$ cat config.mk
export PLATFORM = sky130hd
export DESIGN_NAME = ecs_decoder
export DESIGN_NICKNAME = d
export VERILOG_FILES = /design/src/hdl/ecs_pkg.sv /design/src/hdl/ecs_sel_out.sv /design/src/hdl/ecs_decoder.sv
export VERILOG_INCLUDE_DIRS = /design/src /design/src/hdl
export SDC_FILE = /design/constraint.sdc
export NUM_CORES = 1
export LEC_CHECK = 0
export BUFFER_PORTS_ARGS = -buffer_cell sky130_fd_sc_hd__buf_2
export CAP_MARGIN = 20
export CORE_MARGIN = 2
export CORE_UTILIZATION = 49
export CTS_CLUSTER_DIAMETER = 100
export DETAILED_ROUTE_END_ITERATION = 16
export GPL_TIMING_DRIVEN = 0
export PLACE_DENSITY = 0.73
export SLEW_MARGIN = 20
export SYNTH_ARGS = -nofsm -noshare
export SYNTH_HDL_FRONTEND = slang
export SYNTH_SLANG_ARGS = --single-unit
$ cat constraint.sdc
create_clock -name i_core_clk -period 4.6 [get_ports i_core_clk]
set_clock_uncertainty 0.05 [all_clocks]
set_input_delay 0 -clock i_core_clk [delete_from_list [all_inputs] [get_ports i_core_clk]]
set_output_delay 0 -clock i_core_clk [all_outputs]
set_load 0.005 [all_outputs]
$ cat src/hdl/ecs_consts.svh
// Constants for the expansion chip-select decoder: register offsets,
// field positions, reset values and default timing counts.
// Assumes inclusion by bare name from the decoder sources.
`ifndef ECS_CONSTS_SVH
`define ECS_CONSTS_SVH

`define ECS_OFF_STATUS   16'h1058
`define ECS_OFF_STRETCH  16'h105C
`define ECS_OFF_CTL      16'h105D
`define ECS_OFF_GBASE    16'h105E
`define ECS_OFF_GSIZE    16'h105F

`define ECS_RST_STRETCH  8'h00
`define ECS_RST_CTL      8'h00
`define ECS_RST_GBASE    8'h00
`define ECS_RST_GSIZE    8'h07

// Select control fields
`define ECS_B_IO1_EN     7
`define ECS_B_IO1_POL    6
`define ECS_B_IO2_EN     5
`define ECS_B_IO2_POL    4
`define ECS_B_PRIO       3
`define ECS_B_PCS_EN     2
// Size control fields
`define ECS_B_IO1_TIM    7
`define ECS_B_IO2_TIM    6
`define ECS_B_GEN_POL    4
`define ECS_B_GEN_TIM    3
`define ECS_GSIZE_OFF    3'h7

// I/O select window inside the register page
`define ECS_IO1_LOW      12'h060

// E clock half period in core cycles
`define ECS_E_HALF_CYC   4

`endif

$ cat src/hdl/ecs_pkg.sv
// Types shared by the expansion chip-select decoder.
// Assumes nothing beyond a SystemVerilog compiler.
package ecs_pkg;
  typedef enum logic [2:0] {
    ECS_ST_IDLE = 3'b001,
    ECS_ST_LOW  = 3'b010,
    ECS_ST_HIGH = 3'b100
  } ecs_state_e;

  typedef logic [15:0] ecs_addr_t;
  typedef logic [1:0]  ecs_stretch_t;
  typedef logic [7:0]  ecs_byte_t;
endpackage : ecs_pkg

$ cat src/hdl/ecs_sel_out.sv
// One select pin stage: enable, timing choice and polarity, registered.
// Assumes address and E phase inputs come from the same clock domain.
`timescale 1ns/100ps
`default_nettype none

module ecs_sel_out
(
  input  wire logic i_core_clk,
  input  wire logic i_rstn,
  input  wire logic i_en,
  input  wire logic i_hit,
  input  wire logic i_active_high,
  input  wire logic i_addr_valid,
  input  wire logic i_addr_phase,
  input  wire logic i_e_phase,
  output logic      o_pin,
  output logic      o_oe
);
  logic active;

  assign active = i_en & i_hit & (i_addr_valid ? i_addr_phase : i_e_phase);

  always_ff @(posedge i_core_clk)
  begin
    if (!i_rstn)
    begin
      o_pin <= 1'b0;
      o_oe  <= 1'b0;
    end
    else
    begin
      // Pin left to port logic while disabled
      o_oe  <= i_en;
      o_pin <= i_en ? (i_active_high ? active : ~active) : 1'b0;
    end
  end

  // Enabled pin follows polarity: inactive level outside the bus cycle
  sel_idle_a: assert property (@(posedge i_core_clk) disable iff (!i_rstn)
    (i_en && !i_addr_phase) |=> (o_pin != $past(i_active_high)))
    else $error("select not idle outside cycle");
endmodule : ecs_sel_out

`default_nettype wire

$ cat src/hdl/ecs_decoder.sv
// Expansion bus chip-select decoder: registers, bus cycle and E timing,
// address decode and four port G select pins.
// Assumes register port and bus requests come from core-clock logic;
// the mode strap arrives from a pin.
//
// The address-and-strobe port was chosen for this implementation.
`timescale 1ns/100ps
`default_nettype none
`include "ecs_consts.svh"

module ecs_decoder
#(
  parameter int E_HALF_CYCLES = `ECS_E_HALF_CYC
)
(
  input  wire logic              i_core_clk,
  input  wire logic              i_rstn,
  input  wire logic              i_expanded_mode,
  input  wire logic [3:0]        i_reg_base,
  input  wire ecs_pkg::ecs_addr_t i_reg_addr,
  input  wire ecs_pkg::ecs_byte_t i_reg_wdata,
  input  wire logic              i_reg_wr,
  input  wire logic              i_reg_rd,
  output ecs_pkg::ecs_byte_t     o_reg_rdata,
  input  wire logic              i_bus_req,
  input  wire ecs_pkg::ecs_addr_t i_bus_addr,
  output logic                   o_bus_busy,
  output logic                   o_bus_done,
  output logic                   o_e_clk,
  output logic [3:0]             o_pg_sel,
  output logic [3:0]             o_pg_sel_oe
);
  import ecs_pkg::*;

  localparam int CW = $clog2(7 * E_HALF_CYCLES + 1);
  // Select indices: io one, io two, general, program
  localparam int S_IO1 = 0;
  localparam int S_IO2 = 1;
  localparam int S_GEN = 2;
  localparam int S_PRG = 3;

  ecs_byte_t    stretch_ctl;
  ecs_byte_t    enable_ctl;
  ecs_byte_t    gen_base;
  ecs_byte_t    gen_size;
  logic         mode_s1;
  logic         mode_s2;
  logic         mode_s3;
  logic         exp_mode;
  logic         strap_pending;
  ecs_state_e   st;
  logic [CW-1:0] cnt;
  logic [3:0]   win_q;
  ecs_stretch_t stretch_q;
  logic [3:0]   hit_now;
  logic [3:0]   win_now;
  logic [3:0]   ens;
  logic [3:0]   pol_high;
  logic [3:0]   tim_av;
  ecs_stretch_t str_of [4];
  ecs_stretch_t next_stretch;
  logic         take;

  function automatic logic gen_hit(input ecs_addr_t a,
                                   input logic [5:0] base,
                                   input logic [2:0] size);
    logic [5:0] m;
    m = 6'h3F << (3'h6 - size);
    gen_hit = (size != `ECS_GSIZE_OFF) && (((a[15:10] ^ base) & m) == 6'h00);
  endfunction : gen_hit

  function automatic logic prog_hit(input ecs_addr_t a,
                                    input logic [1:0] psz);
    logic [2:0] m;
    m = 3'h7 << (2'h3 - psz);
    prog_hit = (a[15:13] & m) == m;
  endfunction : prog_hit

  function automatic logic [CW-1:0] hi_len(input ecs_stretch_t s);
    int n;
    n = E_HALF_CYCLES * (1 + 2 * int'(s));
    hi_len = CW'(n);
  endfunction : hi_len

  // Mode strap: three stages, a change counts once stages two and three agree
  always_ff @(posedge i_core_clk)
  begin
    mode_s1 <= i_expanded_mode;
    mode_s2 <= mode_s1;
    mode_s3 <= mode_s2;
  end

  always_ff @(posedge i_core_clk)
  begin
    if (!i_rstn)
      exp_mode <= 1'b0;
    else if (mode_s2 == mode_s3)
      exp_mode <= mode_s3;
  end

  // Program enable is caught from the strap after reset release
  always_ff @(posedge i_core_clk)
  begin
    if (!i_rstn)
      strap_pending <= 1'b1;
    else if (mode_s2 == mode_s3)
      strap_pending <= 1'b0;
  end

  always_ff @(posedge i_core_clk)
  begin
    if (!i_rstn)
      stretch_ctl <= `ECS_RST_STRETCH;
    else if (i_reg_wr && i_reg_addr == `ECS_OFF_STRETCH)
      stretch_ctl <= i_reg_wdata;
  end

  always_ff @(posedge i_core_clk)
  begin
    if (!i_rstn)
      enable_ctl <= `ECS_RST_CTL;
    else if (strap_pending && mode_s2 == mode_s3)
      enable_ctl[`ECS_B_PCS_EN] <= mode_s3;
    else if (i_reg_wr && i_reg_addr == `ECS_OFF_CTL)
      enable_ctl <= i_reg_wdata;
  end

  always_ff @(posedge i_core_clk)
  begin
    if (!i_rstn)
      gen_base <= `ECS_RST_GBASE;
    else if (i_reg_wr && i_reg_addr == `ECS_OFF_GBASE)
      gen_base <= {i_reg_wdata[7:2], 2'h0};
  end

  always_ff @(posedge i_core_clk)
  begin
    if (!i_rstn)
      gen_size <= `ECS_RST_GSIZE;
    else if (i_reg_wr && i_reg_addr == `ECS_OFF_GSIZE)
      gen_size <= {i_reg_wdata[7:6], 1'b0, i_reg_wdata[4:0]};
  end

  always_ff @(posedge i_core_clk)
  begin
    if (!i_rstn)
      o_reg_rdata <= 8'h00;
    else if (i_reg_rd)
    begin
      case (i_reg_addr)
        `ECS_OFF_STRETCH: o_reg_rdata <= stretch_ctl;
        `ECS_OFF_CTL:     o_reg_rdata <= enable_ctl;
        `ECS_OFF_GBASE:   o_reg_rdata <= gen_base;
        `ECS_OFF_GSIZE:   o_reg_rdata <= gen_size;
        `ECS_OFF_STATUS:  o_reg_rdata <= {stretch_q, win_q, o_bus_busy,
                                          exp_mode};
        default:          o_reg_rdata <= 8'h00;
      endcase
    end
    else
      o_reg_rdata <= 8'h00;
  end

  // Enables, gated by the expanded mode
  assign ens[S_IO1] = exp_mode & enable_ctl[`ECS_B_IO1_EN];
  assign ens[S_IO2] = exp_mode & enable_ctl[`ECS_B_IO2_EN];
  assign ens[S_GEN] = exp_mode & (gen_size[2:0] != `ECS_GSIZE_OFF);
  assign ens[S_PRG] = exp_mode & enable_ctl[`ECS_B_PCS_EN];

  assign pol_high[S_IO1] = enable_ctl[`ECS_B_IO1_POL];
  assign pol_high[S_IO2] = enable_ctl[`ECS_B_IO2_POL];
  assign pol_high[S_GEN] = gen_size[`ECS_B_GEN_POL];
  assign pol_high[S_PRG] = 1'b0;

  assign tim_av[S_IO1] = gen_size[`ECS_B_IO1_TIM];
  assign tim_av[S_IO2] = gen_size[`ECS_B_IO2_TIM];
  assign tim_av[S_GEN] = gen_size[`ECS_B_GEN_TIM];
  assign tim_av[S_PRG] = 1'b1;

  // Stretch field A is the upper bit of each pair
  assign str_of[S_IO1] = stretch_ctl[7:6];
  assign str_of[S_IO2] = stretch_ctl[5:4];
  assign str_of[S_GEN] = stretch_ctl[3:2];
  assign str_of[S_PRG] = stretch_ctl[1:0];

  // Address decode of the current request
  assign hit_now[S_IO1] = (i_bus_addr[15:12] == i_reg_base)
                        && !i_bus_addr[11]
                        && (i_bus_addr[11:0] >= `ECS_IO1_LOW);
  assign hit_now[S_IO2] = (i_bus_addr[15:12] == i_reg_base)
                        && i_bus_addr[11];
  assign hit_now[S_GEN] = gen_hit(i_bus_addr, gen_base[7:2],
                                  gen_size[2:0]);
  assign hit_now[S_PRG] = prog_hit(i_bus_addr, enable_ctl[1:0]);

  // Overlap of general and program selects: the losing one is held inactive
  always_comb
  begin
    win_now = hit_now & ens;
    if (win_now[S_GEN] && win_now[S_PRG])
    begin
      if (enable_ctl[`ECS_B_PRIO])
        win_now[S_PRG] = 1'b0;
      else
        win_now[S_GEN] = 1'b0;
    end
  end

  // Longest stretch among the winners sets the cycle length
  always_comb
  begin
    next_stretch = 2'h0;
    for (int i = 0; i < 4; i++)
    begin
      if (win_now[i] && str_of[i] > next_stretch)
        next_stretch = str_of[i];
    end
  end

  assign take = i_bus_req && (st == ECS_ST_IDLE);

  // Bus cycle: E low half, then E high half plus stretch
  always_ff @(posedge i_core_clk)
  begin
    if (!i_rstn)
    begin
      st  <= ECS_ST_IDLE;
      cnt <= '0;
    end
    else
    begin
      case (st)
        ECS_ST_IDLE:
          if (take)
          begin
            st  <= ECS_ST_LOW;
            cnt <= CW'(E_HALF_CYCLES - 1);
          end
        ECS_ST_LOW:
          if (cnt == '0)
          begin
            st  <= ECS_ST_HIGH;
            cnt <= hi_len(stretch_q) - CW'(1);
          end
          else
            cnt <= cnt - CW'(1);
        ECS_ST_HIGH:
          if (cnt == '0)
            st <= ECS_ST_IDLE;
          else
            cnt <= cnt - CW'(1);
        default:
        begin
          st  <= ECS_ST_IDLE;
          cnt <= '0;
        end
      endcase
    end
  end

  always_ff @(posedge i_core_clk)
  begin
    if (!i_rstn)
    begin
      win_q     <= 4'h0;
      stretch_q <= 2'h0;
    end
    else if (take)
    begin
      win_q     <= win_now;
      stretch_q <= next_stretch;
    end
  end

  always_ff @(posedge i_core_clk)
  begin
    if (!i_rstn)
    begin
      o_e_clk    <= 1'b0;
      o_bus_busy <= 1'b0;
      o_bus_done <= 1'b0;
    end
    else
    begin
      o_e_clk    <= (st == ECS_ST_HIGH);
      o_bus_busy <= (st != ECS_ST_IDLE);
      o_bus_done <= (st == ECS_ST_HIGH) && (cnt == '0);
    end
  end

  // Pin stages share the E and address phases, so E-timed selects track E exactly
  generate
    for (genvar g = 0; g < 4; g++)
    begin : g_sel
      ecs_sel_out u_sel (
        .i_core_clk    (i_core_clk),
        .i_rstn        (i_rstn),
        .i_en          (ens[g]),
        .i_hit         (win_q[g]),
        .i_active_high (pol_high[g]),
        .i_addr_valid  (tim_av[g]),
        .i_addr_phase  (st != ECS_ST_IDLE),
        .i_e_phase     (st == ECS_ST_HIGH),
        .o_pin         (o_pg_sel[g]),
        .o_oe          (o_pg_sel_oe[g])
      );
    end
  endgenerate

  // Checking helpers
  logic [CW-1:0] e_hi_run;
  logic [CW-1:0] e_hi_expect;

  always_ff @(posedge i_core_clk)
  begin
    if (!i_rstn)
      e_hi_run <= '0;
    else if (o_e_clk)
      e_hi_run <= e_hi_run + CW'(1);
    else
      e_hi_run <= '0;
  end

  always_ff @(posedge i_core_clk)
  begin
    if (!i_rstn)
      e_hi_expect <= '0;
    else if (st == ECS_ST_LOW && cnt == '0)
      e_hi_expect <= hi_len(stretch_q);
  end

  single_chip_off_a: assert property (@(posedge i_core_clk)
    disable iff (!i_rstn) !exp_mode |=> (o_pg_sel_oe == 4'h0))
    else $error("select driven in single-chip mode");

  io_one_pin_a: assert property (@(posedge i_core_clk)
    disable iff (!i_rstn)
    (exp_mode && enable_ctl[`ECS_B_IO1_EN]) |=> o_pg_sel_oe[S_IO1])
    else $error("io one select not on its pin");

  io_two_pin_a: assert property (@(posedge i_core_clk)
    disable iff (!i_rstn)
    (exp_mode && !enable_ctl[`ECS_B_IO2_EN]) |=> !o_pg_sel_oe[S_IO2])
    else $error("io two pin not released");

  prog_pin_a: assert property (@(posedge i_core_clk)
    disable iff (!i_rstn)
    (exp_mode && enable_ctl[`ECS_B_PCS_EN]) |=> o_pg_sel_oe[S_PRG])
    else $error("program enable not honoured");

  io_one_assert_a: assert property (@(posedge i_core_clk)
    disable iff (!i_rstn)
    (take && win_now[S_IO1] && tim_av[S_IO1] && $stable(enable_ctl))
    ##1 $stable(enable_ctl) |=> (o_pg_sel[S_IO1] == pol_high[S_IO1]))
    else $error("io one select not asserted");

  prog_active_low_a: assert property (@(posedge i_core_clk)
    disable iff (!i_rstn)
    (ens[S_PRG] && win_q[S_PRG] && st != ECS_ST_IDLE) |=> !o_pg_sel[S_PRG])
    else $error("program select not low in cycle");

  overlap_one_a: assert property (@(posedge i_core_clk)
    disable iff (!i_rstn) !(win_now[S_GEN] && win_now[S_PRG]))
    else $error("both overlapping selects won");

  gen_size_off_a: assert property (@(posedge i_core_clk)
    disable iff (!i_rstn)
    (gen_size[2:0] == `ECS_GSIZE_OFF) |-> !win_now[S_GEN])
    else $error("general select hit while disabled");

  e_stretch_len_a: assert property (@(posedge i_core_clk)
    disable iff (!i_rstn) $fell(o_e_clk) |-> (e_hi_run == e_hi_expect))
    else $error("E high length does not match stretch");

  e_low_half_a: assert property (@(posedge i_core_clk)
    disable iff (!i_rstn)
    take |=> (!o_e_clk && o_bus_busy == 1'b0) ##1 o_bus_busy)
    else $error("bus cycle did not start after request");
endmodule : ecs_decoder

`default_nettype wire

==> results.md <==
- Mean Syn Cell Area: 8.27 um^2
- Worst-Margin Slew: 912 ps
- IO buf count: 61
- Initial Util: 0.498
- Ys flop type: dfxtp_1
- Multi-input gate area: 1790 um^2
- HPWL after DPL: 6920 um
- PwrDens: 327 nW/um^2
- Syn-to-layout area delta: 23.7%
- Yosys cell types: 60
- CP startpoint kind: register
- Crit end category: register
- Setup crit start: exp_mode
- Status: finished clean
- Filler cells: 598
- GR Overflow Total: 0
- CTS Buffer Depth: 2
- Hold Vio Cnt, Final: 0
- Synthesized instance count: 402
- Core area: 6680 um^2
- Worst ir drop on vdd: 0.000161 V
- Leading cell type in the layout, fill and taps excluded: dfxtp_1
- Final #Nets: 545
- Peak Freq: 0.231 GHz
- Worst Path Required: 4790 ps
- H-tree lvl count: 3
- Top-Level Pins: 69
- Final GP Congestion: 0.952
- First-pass GRT wire length: 14800 um
- Clock-pin slew on the worst setup and hold paths: 70 ps
- Final worst-path setup slack: 268 ps
- Final period util: 0.942
- Initial DRC Count: 339
- RSZ-0062 raised after global routing: false
- # clock sinks: 67
- Vias in the first global route: 2880
- Seq. cell area: 1340 um^2
- Clock Latency Late Sink: 350 ps
- Post-synth EDFFs: 0
- Worst Setup EP: stretch_q[0]
- Power, Total: 1350 uW
- DRT Pass-1 Iters: 7
- Part of the Yosys area used for sequential elements: 0.403
- R2r startpoint: exp_mode
- Reg2Reg Setup Slack: 270 ps
- Design Area, Final: 4110 um^2
- Cell Rows: 30
- Die height: 86.4 um
- Ant. Diodes: 0
- Pre-CTS setup slack: -101 ps
- Hold Worst Slack: 14.8 ps
- Number of remaining DRC errors: 0
- Vias: 3308
- Pins Over Slew Limit: 0
- Detailed Route WL: 9450 um
- Die area: 7460 um^2
- CTS Buf Count: 9
- Drt wl/cell: 16.6 um
- Tmin final: 4330 ps
- Syn. warnings: 0
- Cell leakage power: 0.00172 uW
- Setup TNS: 0 ps
- Count of final setup violators: 0
- Hold Crit Class: input pin to register
- Commonest cells after routing, fill and taps aside: dfxtp_1 (67), buf_2 (63), nand2_1 (52)
- CTS tree: done
- Post-Syn Area: 3320 um^2
- Crit-path max FO: 10
- Initial antenna violation count: 0
- Die width: 86.4 um
- Synth async-reset ratio: 0
- Root Driver: clkbuf_8
- Cell Area, Placed: 3730 um^2
- Synth Register Bits: 67
- Largest net degree at the start of global routing: 12
- Syn nets: 462
- Layout cells sized above 1: 0.204
- Worst Reg2Reg Path Length in Cells: 18
- Vias/cell: 5.80
- Critical R2R Capture: stretch_q[0]
- Max-Cap Viols: 0
- Worst EP arrival: 4530 ps
- Total GRT Usage: 0.260
- Antenna-violating nets left: 0
- Slew margin rel.: 0.391
- Crit path kind: register to register
[Yosys cell counts, drive strengths merged, types with 3 or more instances]
library cell	number	share of area
dfxtp	67	0.40
nor2	24	0.027
nand2b	5	0.0094
mux2i	8	0.024
a31oi	3	0.0056
o21a	3	0.0068
a222oi	8	0.024
nor3	5	0.0075
nor3b	3	0.0068
buf	11	0.023
xor2	3	0.0079
inv	17	0.019
a21oi	51	0.078
or2	3	0.0056
nand2	53	0.061
ha	10	0.038
clkbuf	15	0.017
mux2	4	0.015
nor2b	5	0.0094
nand3	26	0.041
nor4	3	0.0075
a22oi	5	0.011
and3	12	0.023
o21ai	20	0.030
xnor2	9	0.024
[what timing repair did]
item                                    CTS  global route
hold buffers                             11             0
buffers inserted                          0             0
resized for setup                         1             3
hold endpoints to repair                 30             0
endpoints found under the setup margin    1             2
pin swaps                                 0             1
[logic make-up after synthesis]
family | Yosys count | share of synthesized area
compound gates | 105 | 0.199
simple gates | 152 | 0.229
mux | 12 | 0.0388
buf+inv | 44 | 0.0606
xor+xnor | 12 | 0.0316
fa+ha+maj | 10 | 0.0376
flops | 67 | 0.403
[worst max-delay path: stages (launching register included)]
cell and delay (ps):
dfxtp_1 380, clkbuf_4 250, nand2_2 100, nor4_4 250, nand2_1 120, ha_1 320, a21oi_1 140, a21oi_1 70
a32oi_1 270, ha_1 300, a21oi_1 130, a21oi_1 60, nand4_1 130, mux2_2 370, ha_1 340, a21oi_1 110
a2111oi_4 250, mux2_2 400, o21ba_1 180
[power breakdown]
part | switching (uW) | leakage [uW] | internal (uW)
clock network | 228 | 0.000133 | 404
logic | 65.5 | 0.00105 | 48.1
registers | 10.9 | 0.000543 | 589
total | 304 | 0.00172 | 1040
[sequential cells by signal (all words and copies together), names as in the netlist]
| name | count |
|---|---|
| enable_ctl | 8 |
| o_reg_rdata | 8 |
| str_of | 8 |
| gen_size | 7 |
| gen_base | 6 |
| cnt | 5 |
| g_sel.u_sel.o_oe | 4 |
| g_sel.u_sel.o_pin | 4 |
| win_q | 4 |
| st | 3 |
| stretch_q | 2 |
| exp_mode | 1 |
| mode_s1 | 1 |
| mode_s2 | 1 |
| mode_s3 | 1 |
| o_bus_busy | 1 |
| o_bus_done | 1 |
| o_e_clk | 1 |
| strap_pending | 1 |
[stage by stage]
step | cells | utilization
after CTS | 570 | 0.614
after global placement | 543 | 0.558
after global routing | 570 | 0.616
after detailed placement | 543 | 0.558
final | 570 | 0.616
after floorplan | 402 | -
[area by class of cell]
| cell class | count | area share |
|---|---|---|
| Buffer | 26 | 0.0335 |
| Clock buffer | 12 | 0.0402 |
| Clock inverter | 4 | 0.0231 |
| Inverter | 18 | 0.0164 |
| Multi-Input combinational cell | 291 | 0.435 |
| Sequential cell | 67 | 0.326 |
| Tap cell | 80 | 0.0243 |
| Timing Repair Buffer | 72 | 0.101 |
[layer usage]
layer | vias up | routed length [um] | track usage
li1 | 1588 | - | -
met1 | 1517 | 4070 | 0.364
met2 | 164 | 4160 | 0.382
met3 | 39 | 778 | 0.0448
met4 | 0 | 430 | 0.141
met5 | - | 0 | 0
[worst min-delay path by stage]
stage | slack, ps | cells past startpoint | start | end
global placement | 50 | 1 | i_expanded_mode | mode_s1
floorplan | -20 | 0 | i_expanded_mode | mode_s1
finish | 10 | 2 | i_rstn | gen_size[2]
detailed placement | 60 | 1 | i_expanded_mode | mode_s1
global route | 40 | 2 | i_rstn | gen_size[2]
CTS | 10 | 2 | i_rstn | gen_size[0]
Note: power is estimated with default switching activity, not from simulation.
